### src/core/jmr_map.vh
`ifndef JMR_MAP_VH
`define JMR_MAP_VH

// Operation codes seen by the execute stage (already decoded from fetch).
`define JMR_OP_W 4
`define JMR_OP_IDLE 4'h0
`define JMR_OP_JUMP 4'h1
`define JMR_OP_LOAD_RAM 4'h2
`define JMR_OP_LOAD_IMM 4'h3
`define JMR_OP_STORE 4'h4
`define JMR_OP_OR_RAM 4'h5
`define JMR_OP_OR_IMM 4'h6
`define JMR_OP_MERGE_RAM 4'h7
`define JMR_OP_EXIT 4'h8
`define JMR_OP_EXIT_LIT 4'h9

// Reset values.
`define JMR_RST_PC 13'h0000
`define JMR_RST_WREG 8'h00

`endif

### src/core/jmr_exec.v
// Contract
// - Jump loads PC with instruction address, fetches there, flags unchanged.
// - Jump takes two cycles with a dummy cycle during PC load.
// - Load-from-RAM copies addressed byte to working register, flags unchanged.
// - Load-immediate puts literal into working register, flags unchanged.
// - Store writes working register to RAM, register and flags unchanged.
// - Idle instruction changes nothing and advances to next instruction.
// - OR-with-RAM result goes to working register, only zero flag updates.
// - OR-immediate result goes to working register, only zero flag updates.
// - Merge-into-RAM result written back to RAM, only zero flag updates.
// - Subroutine exit pops stack into PC, flags unchanged.
// - Exit-with-literal pops PC, loads literal into working register.
`timescale 1ns/1ps
`default_nettype none
`include "jmr_map.vh"

// Execute stage for the jump, transfer, idle, merge and exit group.
// Fetch hands over one decoded instruction per cycle, qualified by
// instr_valid. Every register update lands on the rising edge at which
// the instruction is taken (the RAM write one edge later), so the next instruction already sees
// the new working register and zero flag with no forwarding path.
// Ops that reload the program counter leave one dead slot behind them:
// the word that fetch presents in that slot was fetched from the old
// address, so it is dropped here rather than undone later.
// Op codes outside the decoded set behave as the idle instruction; this
// keeps a corrupt fetch from freezing the counter.

module jmr_exec #(
    parameter DW = 8,
    parameter AW = 8,
    parameter PCW = 13
) (
    // Clock and reset.
    input wire sys_clk,
    input wire resetn,
    // Decoded instruction from fetch.
    input wire instr_valid,
    input wire [`JMR_OP_W-1:0] instr_op,
    input wire [DW-1:0] instr_lit,
    input wire [AW-1:0] instr_addr,
    input wire [PCW-1:0] instr_target,
    // Data RAM port; read data is combinational for ram_addr.
    output wire [AW-1:0] ram_addr,
    input wire [DW-1:0] ram_rdata,
    output reg ram_we,
    output reg [AW-1:0] ram_waddr,
    output reg [DW-1:0] ram_wdata,
    // Return stack.
    input wire [PCW-1:0] stack_top,
    output wire stack_pop,
    // Program counter and pipeline control.
    output reg [PCW-1:0] pc,
    output wire flush,
    // Architectural state.
    output reg [DW-1:0] working_register,
    output reg zero_flag
);

    localparam ST_RUN = 1'b0;
    localparam ST_DUMMY = 1'b1;

    reg state_r;
    reg state_nxt;
    reg [PCW-1:0] pc_nxt;
    reg [DW-1:0] wreg_nxt;
    reg zf_nxt;
    reg we_nxt;
    reg [DW-1:0] wdata_nxt;
    wire [DW-1:0] or_b;
    wire [DW-1:0] or_y;
    wire or_zero;
    wire go;

    // An instruction is taken only in the run state; the dummy slot
    // discards whatever fetch presents, which is the prefetched word.
    assign go = instr_valid && (state_r == ST_RUN);
    assign ram_addr = instr_addr;

    // Immediate form selects the literal, other forms the RAM byte.
    assign or_b = (instr_op == `JMR_OP_OR_IMM) ? instr_lit : ram_rdata;

    jmr_or_unit #(
        .DW(DW)
    ) u_or (
        .a(working_register),
        .b(or_b),
        .y(or_y),
        .zero(or_zero)
    );

    // Ops that pop the return stack. The pop strobe and the redirect
    // decode share this, so both always agree on which ops leave.
    function is_exit;
        input [`JMR_OP_W-1:0] op;
        begin
            is_exit = (op == `JMR_OP_EXIT) || (op == `JMR_OP_EXIT_LIT);
        end
    endfunction

    // Ops that reload the counter from outside the sequence, and so cost
    // a dead slot while fetch refills from the new address.
    function is_redirect;
        input [`JMR_OP_W-1:0] op;
        begin
            is_redirect = (op == `JMR_OP_JUMP) || is_exit(op);
        end
    endfunction

    // Pop and flush are pulses in the cycle the redirecting op is taken.
    // They are combinational so the stack and fetch act in the same cycle.
    assign stack_pop = go && is_exit(instr_op);
    assign flush = go && is_redirect(instr_op);

    // Next-state decode of one instruction.
    always @* begin
        state_nxt = ST_RUN;
        pc_nxt = pc;
        wreg_nxt = working_register;
        zf_nxt = zero_flag;
        we_nxt = 1'b0;
        // Holding the write data avoids a needless toggle on the RAM bus.
        wdata_nxt = ram_wdata;
        if (go) begin
            pc_nxt = pc + {{(PCW-1){1'b0}}, 1'b1};
            case (instr_op)
                `JMR_OP_JUMP: begin
                    pc_nxt = instr_target;
                    // insert dummy cycle.
                    // The flag register is left alone on purpose.
                    state_nxt = ST_DUMMY;
                end
                `JMR_OP_LOAD_RAM: begin
                    // The RAM read is combinational, so the byte is ready
                    // in the same cycle as the address.
                    // copy RAM byte.
                    wreg_nxt = ram_rdata;
                end
                `JMR_OP_LOAD_IMM: begin
                    wreg_nxt = instr_lit;
                end
                `JMR_OP_STORE: begin
                    we_nxt = 1'b1;
                    wdata_nxt = working_register;
                end
                `JMR_OP_OR_RAM, `JMR_OP_OR_IMM: begin
                    wreg_nxt = or_y;
                    zf_nxt = or_zero;
                end
                `JMR_OP_MERGE_RAM: begin
                    we_nxt = 1'b1;
                    wdata_nxt = or_y;
                    zf_nxt = or_zero;
                end
                `JMR_OP_EXIT: begin
                    pc_nxt = stack_top;
                    state_nxt = ST_DUMMY;
                end
                `JMR_OP_EXIT_LIT: begin
                    pc_nxt = stack_top;
                    wreg_nxt = instr_lit;
                    // The literal lands with the new counter value, so the
                    // caller sees it at the first word after the exit.
                    state_nxt = ST_DUMMY;
                end
                default: begin
                    pc_nxt = pc + {{(PCW-1){1'b0}}, 1'b1};
                end
            endcase
        end
    end

    // State registers; the RAM write strobe lasts one cycle.
    always @(posedge sys_clk) begin
        if (!resetn) begin
            state_r <= ST_RUN;
            pc <= `JMR_RST_PC;
            working_register <= `JMR_RST_WREG;
            zero_flag <= 1'b0;
            ram_we <= 1'b0;
            ram_waddr <= {AW{1'b0}};
            ram_wdata <= {DW{1'b0}};
        end else begin
            state_r <= state_nxt;
            pc <= pc_nxt;
            working_register <= wreg_nxt;
            zero_flag <= zf_nxt;
            ram_we <= we_nxt;
            ram_wdata <= wdata_nxt;
            if (we_nxt) begin
                ram_waddr <= instr_addr;
            end
        end
    end

endmodule

`default_nettype wire

### src/core/jmr_or_unit.v
`timescale 1ns/1ps
`default_nettype none

// Bitwise OR with zero detect; shared by all three merge forms.
module jmr_or_unit #(
    parameter DW = 8
) (
    // Operands.
    input wire [DW-1:0] a,
    input wire [DW-1:0] b,
    // Result.
    output wire [DW-1:0] y,
    output wire zero
);

    // Zero flag follows the full result width.
    assign y = a | b;
    assign zero = (y == {DW{1'b0}});

endmodule

`default_nettype wire

### config.mk
export PLATFORM = sky130hd
export DESIGN_NAME = jmr_exec
export DESIGN_NICKNAME = d
export VERILOG_FILES = /design/src/core/jmr_exec.v /design/src/core/jmr_or_unit.v
export VERILOG_INCLUDE_DIRS = /design/src /design/src/core
export SDC_FILE = /design/constraint.sdc
export NUM_CORES = 1
export LEC_CHECK = 0
export BUFFER_PORTS_ARGS = -buffer_cell sky130_fd_sc_hd__buf_4
export CAP_MARGIN = 10
export CORE_MARGIN = 2
export CORE_UTILIZATION = 43
export DETAILED_ROUTE_END_ITERATION = 7
export PLACE_DENSITY_LB_ADDON = 0.25
export RECOVER_POWER = 100
export SLEW_MARGIN = 25
export SYNTH_ARGS = -nofsm -noshare
export SYNTH_HDL_FRONTEND = slang
export SYNTH_HIERARCHICAL = 1
export SYNTH_SLANG_ARGS = --single-unit
### constraint.sdc
create_clock -name sys_clk -period 1.9 [get_ports sys_clk]
set_input_delay 0.19 -clock sys_clk [delete_from_list [all_inputs] [get_ports sys_clk]]
set_output_delay 0.19 -clock sys_clk [all_outputs]
set_load 0.01 [all_outputs]
# Word-level counts from Yosys, hierarchy flattened
# Cells that the tools add are included.
[word_totals]
word_cells = 44
inputBits = 57
reg_bits = 40
output_inout_bits = 49
[op_classes]
add_sub_neg = 1
bitwise = 2
muxes = 7
n_reduce_logical = 18
n_eq_ne = 9
[ops]
columns = ["op", "n"]
rows = [
  ["$pmux W13 S2", 1],
  ["$pmux W8 S3", 1],
  ["$eq A4 B3 Y1 const B", 4],
  ["$pmux W8 S2", 1],
  ["$add A13 B1 Y13 const B", 1],
  ["$eq A4 B2 Y1 const B", 2],
  ["$eq A4 B4 Y1 const B", 2],
  ["$logic_not A8 Y1", 1],
  ["$mux W8", 1],
  ["$or A8 B8 Y8", 1],
  ["$reduce_and A2 Y1", 4],
  ["$reduce_or A2 Y1", 4],
  ["$reduce_or A3 Y1", 2],
  ["$eq A4 B1 Y1 const B", 1],
  ["$logic_and A1 B1 Y1", 3],
  ["$mux W1", 3],
  ["$reduce_bool A3 Y1", 1],
  ["$logic_or A1 B1 Y1", 2],
  ["$reduce_bool A2 Y1", 1],
  ["$not A1 Y1", 1],
]

# Depth between registers and ports, before layout
[depth]
depth_word = 4
ltp_mapped = 9
mapped_depth_nobuf = 8

# Hierarchy
# Netlist, hierarchy kept.
[by_module_without_submodules]
columns = ["module", "cells_each", "area_per_inst_um2", "instances"]
rows = [
  ["jmr_exec", 288, 2399.8, 1],
  ["jmr_or_unit", 13, 83.8, 1],
]

# Least setup slack after synthesis
# No wires, ideal clock.
[synth_timing]
path_kind = "input to register"
from = "in instr_op[3]"
to = "reg ram_wdata[1]"
t_required_ns = 1.784
cell_stages = 9
setup_ns = 0.116
arrival_ns = 1.759
path_buffers = 1
path_slack_ns = 0.025
cell_sequence = "buf_2 > nor2b_2 > nand2_1 > nor2_4 > mux2_2 > or2_2 > mux2i_1 > nand2_1 > o211a_1"
[synth_via]
elab_chain_len = 4
[synth_lines]
columns = ["element", "line", "text"]
rows = [
  ["start, declared", "jmr_exec.v:38", "input wire [`JMR_OP_W-1:0] instr_op,"],
  ["$eq A4 B3 Y1", "n/a", ""],
  ["$mux W8", "jmr_exec.v:80", "assign or_b = (instr_op == `JMR_OP_OR_IMM) ? instr_lit : ram_rdata;"],
  ["via or_b[1]", "jmr_exec.v:69", "wire [DW-1:0] or_b;"],
  ["$or A8 B8 Y8", "jmr_or_unit.v:17", "assign y = a | b;"],
  ["via or_y[1]", "jmr_exec.v:70", "wire [DW-1:0] or_y;"],
  ["$pmux W8 S2", "jmr_exec.v:125", "case (instr_op)"],
  ["end signal, assigned", "jmr_exec.v:181", "ram_wdata <= {DW{1'b0}};"],
  ["end signal, assigned", "jmr_exec.v:188", "ram_wdata <= wdata_nxt;"],
  ["end, declared", "jmr_exec.v:47", "output reg [DW-1:0] ram_wdata,"],
]
# The timed path passes the listed nets, and every way through them passes these cells.
# A chain may end at the register's enable or synchronous reset.

# Worst setup path in the final report
[layout_timing]
from = "reg pc[0]"
to = "reg pc[11]"
[layout_via]
elab_chain_len = 2
[layout_lines]
columns = ["element", "line", "text"]
rows = [
  ["start, declared", "jmr_exec.v:52", "output reg [PCW-1:0] pc,"],
  ["start signal, assigned", "jmr_exec.v:176", "pc <= `JMR_RST_PC;"],
  ["start signal, assigned", "jmr_exec.v:184", "pc <= pc_nxt;"],
  ["$add A13 B1 Y13", "jmr_exec.v:124, jmr_exec.v:166", ""],
  ["$pmux W13 S2", "jmr_exec.v:125", ""],
]
# Every way passes these cells.

==> metrics.md <==
| Metric | Value |
|---|---|
| Status | `complete, no violations` |
| Layout fillers | `553` |
| Worst slack at placement | `-0.0673 ns` |
| Leakage component of the power | `1.38 nW` |
| Kind of path behind the tightest hold check | `in2reg` |
| Setup tns final | `0 ns` |
| Detailed Route Iter0 Violations | `137` |
| Pin count of the biggest net entering global routing | `43` |
| Die outline height | `80 um` |
| Routed vias | `2,616` |
| Number of buffers inserted during clock tree synthesis | `5` |
| Full die area | `6400 um2` |
| Setup slack, reg-to-reg | `0.17 ns` |
| Top cell type's share of synthesized area | `32.2%` |
| Synth area leaders | `sky130_fd_sc_hd__dfxtp_1 32%, sky130_fd_sc_hd__nand2_1 6.5%, sky130_fd_sc_hd__a22oi_1 5.1%, sky130_fd_sc_hd__mux2i_1 4.0%, sky130_fd_sc_hd__o211a_1 3.6%` |
| Gr usage total | `21.9%` |
| Core area | `5540 um2` |
| Power Density | `709 nW/um2` |
| Count of hold buffers inserted by post-cts repair | `0` |
| Layout Nets | `456` |
| HPWL reported at the end of detailed placement | `5170 um` |
| Met1 Routed Length | `3220 um` |
| Critical path data arrival time | `1.95 ns` |
| Async set-reset flop share out of synthesis | `0%` |
| Via-to-Cell Ratio | `5.55` |
| Cell Area, Synth | `2480 um2` |
| Cell count after synthesis | `301` |
| First-pass GRT wire length | `11,200 um` |
| Fraction of the yosys area taken by sequential cells | `32.2%` |
| Number of global-route vias before repair | `2,404` |
| Maximum level of the CTS H-tree | `2` |
| Gpl congestion | `0.833` |
| Crit-path max FO | `5` |
| Final hold violation count | `0` |
| Most used flip-flop cell after synthesis | `sky130_fd_sc_hd__dfxtp_1` |
| Post-CTS Setup Repair Bufs | `0` |
| Max-slew violation count | `0` |
| Min-delay src | `instr_addr[6]` |
| Number of detailed-routing iterations run before antenna repair | `4` |
| Hold path cells | `3` |
| Startpoint types | `register` |
| Max-cap violations | `0` |
| Relative slew slack | `48.2%` |
| Number of top-level pins | `106` |
| Post-route clock period utilization | `91.2%` |
| Remaining routing DRC violations | `0` |
| Gates resized, CTS repair | `0` |
| Category of the critical setup timing path | `reg2reg` |
| Unrepaired setup endpoints after global routing | `false` |
| Cell family with most CP delay | `simple AND/OR/NAND/NOR gates` |
| EDFF count, synth | `0` |
| Clk_lat worst skew | `0.29 ns` |
| Remaining antenna violation count after routing | `0` |
| ANT cells | `0` |
| Crit end category | `register` |
| Synth warnings | `6` |
| IO buf count | `105` |
| Clock net sink count | `40` |
| Routed wl met3 | `478 um` |
| Crit path max-delay cell type | `sky130_fd_sc_hd__or4_1` |
| Max clock buf depth | `2` |
| Maximum cell stage delay along the critical path | `0.40 ns` |
| Area added between synthesis and finish | `30.8%` |
| Total length of routed wires | `7050 um` |
| Cell at the root of the clock tree | `sky130_fd_sc_hd__clkbuf_8` |
| Length in cells of the worst reg-to-reg path | `5` |
| CP bufs+invs | `1` |
| Setup skew after layout | `0.00547 ns` |
| Worst slew pin tran | `0.775 ns` |
| Average cell area after synthesis | `8.25 um2` |
| Biggest area consumer among synthesized cells | `sky130_fd_sc_hd__dfxtp_1` |
| Setup slack of the critical path after layout | `0.168 ns` |
| Top-count cell post-synth | `sky130_fd_sc_hd__nand2_1` |
| Highest Clock Rate | `577 MHz` |
| Most instantiated cells after synthesis | `43 x sky130_fd_sc_hd__nand2_1, 40 x sky130_fd_sc_hd__dfxtp_1, 17 x sky130_fd_sc_hd__a22oi_1, 17 x sky130_fd_sc_hd__o21ai_0` |
| Worst endpoint required time | `2.12 ns` |
| Highest metal layer with signal wires | `met4` |
| Fin crit period | `1.73 ns` |
| Source of the worst register-to-register timing path | `pc[0]$_SDFFE_PN0P_` |
| Flops & latches, synth | `40` |
| Min-Delay Endpoint | `ram_waddr[6]$_SDFFE_PN0P_` |
| Aggregate global routing overflow | `0` |
| Horizontal die dimension | `80 um` |
| Crit path cell chain | `clkbuf_1 -> nand3_1 -> or3_1 -> or4_1 -> a31oi_1` |
| Routed wl met2 | `3300 um` |
| Count of endpoints failing setup in the final report | `0` |
| Peak supply drop | `499 uV` |
| Starting utilization of the core area | `44.8%` |
| Number of antenna violations at the first check in global routing | `0` |
| Per-cell routed wire length | `15.0 um` |
| Reg2reg end | `pc[11]$_SDFFE_PN0P_` |
| Synthesized net count | `359` |
| Number of standard-cell rows in the floorplan | `27` |
| Count of different cell masters after synthesis | `52` |
| Clock transition at the register clock pins on the worst setup and hold paths after CTS | `0.08 ns` |
| TritonCTS clock tree | `done` |
| Share of post-route cells with drive strength above 1 | `23.3%` |
==> cell usage in the layout (no fill, tap or decap), drive strengths merged, types with 9 or more instances in the layout <==
cell type and instances:
a21boi 10, nor2 13, o21ai 20, a21oi 10
o211a 9, clkbuf 61, nor2b 10, mux2i 10
dfxtp 40, a22oi 17, or2 9, buf 63
a31oi 12, nand2 45
==> worst reg2reg max path: cells and delay by family, from the launching register on <==
family / cells / cell delay (ns)
compound gates: 1 / 0.16
buf+inv: 1 / 0.20
flops: 1 / 0.34
simple gates: 3 / 0.96
==> per-layer routing <==
metal | vias up | global-route usage, %
li1 | 1298 | -
met4 | 0 | 5.25
met3 | 6 | 4.19
met1 | 1219 | 29.3
met5 | - | 0
met2 | 93 | 36.3
==> power breakdown <==
part	internal (mW)	total, mW	leakage [nW]	switching [mW]
Clock	0.657	0.957	0.0784	0.300
Sequential	0.873	0.907	0.325	0.0336
Combinational	0.209	0.438	0.976	0.229
==> cell type report <==
type | instances | area (um2) | share of cell area, %
Clock buffer | 5 | 68.8 | 2.12
Clock inverter | 3 | 90.1 | 2.77
Inverter | 4 | 15.0 | 0.462
Multi-Input combinational cell | 228 | 1490 | 45.9
Sequential cell | 40 | 801 | 24.7
Tap cell | 72 | 90.1 | 2.77
Timing Repair Buffer | 119 | 692 | 21.3
==> state kept, by name, summed over array words and instances (netlist names) <==
register	count
pc	13
ram_we	1
ram_wdata	8
zero_flag	1
working_register	8
ram_waddr	8
state_r	1
==> worst max path at each step <==
stage                        from                         to  slack [ns]  cells after the start
3_5_place_dp          instr_op[3]     zero_flag$_SDFFE_PN0P_       -0.07                      9
6_report       pc[0]$_SDFFE_PN0P_        pc[11]$_SDFFE_PN0P_        0.17                      5
2_1_floorplan         instr_op[3]  ram_wdata[1]$_SDFFE_PN0P_        0.03                      9
5_1_grt        pc[0]$_SDFFE_PN0P_        pc[12]$_SDFFE_PN0P_        0.04                      6
4_1_cts        pc[0]$_SDFFE_PN0P_        pc[12]$_SDFFE_PN0P_        0.22                      6
3_3_place_gp          instr_op[3]     zero_flag$_SDFFE_PN0P_       -0.04                      9
==> per-stage QoR <==
stage	std cells	util (%)	cell area, um2	total power [mW]	hold WS (ns)
final	471	58.6	3250	2.30	0.151
after global routing	471	58.6	3250	2.40	0.141
after CTS	471	62.4	3460	2.37	0.146
after detailed placement	463	59.6	3300	1.41	0.448
after global placement	463	59.6	3300	1.40	0.443
after floorplan	301	-	2480	1.18	0.325
==> logic make-up after synthesis <==
family | Yosys count | share of synthesized area (%)
and+or+nand+nor | 108 | 23.4
AOI/OAI and AO/OA | 99 | 28.2
adders and majority gates | 1 | 0.504
xor gates and xnor gates | 2 | 0.705
muxes | 18 | 7.66
buffers and inverters | 33 | 7.31
DFF | 40 | 32.2
Note: power is estimated with default switching activity, not from simulation.
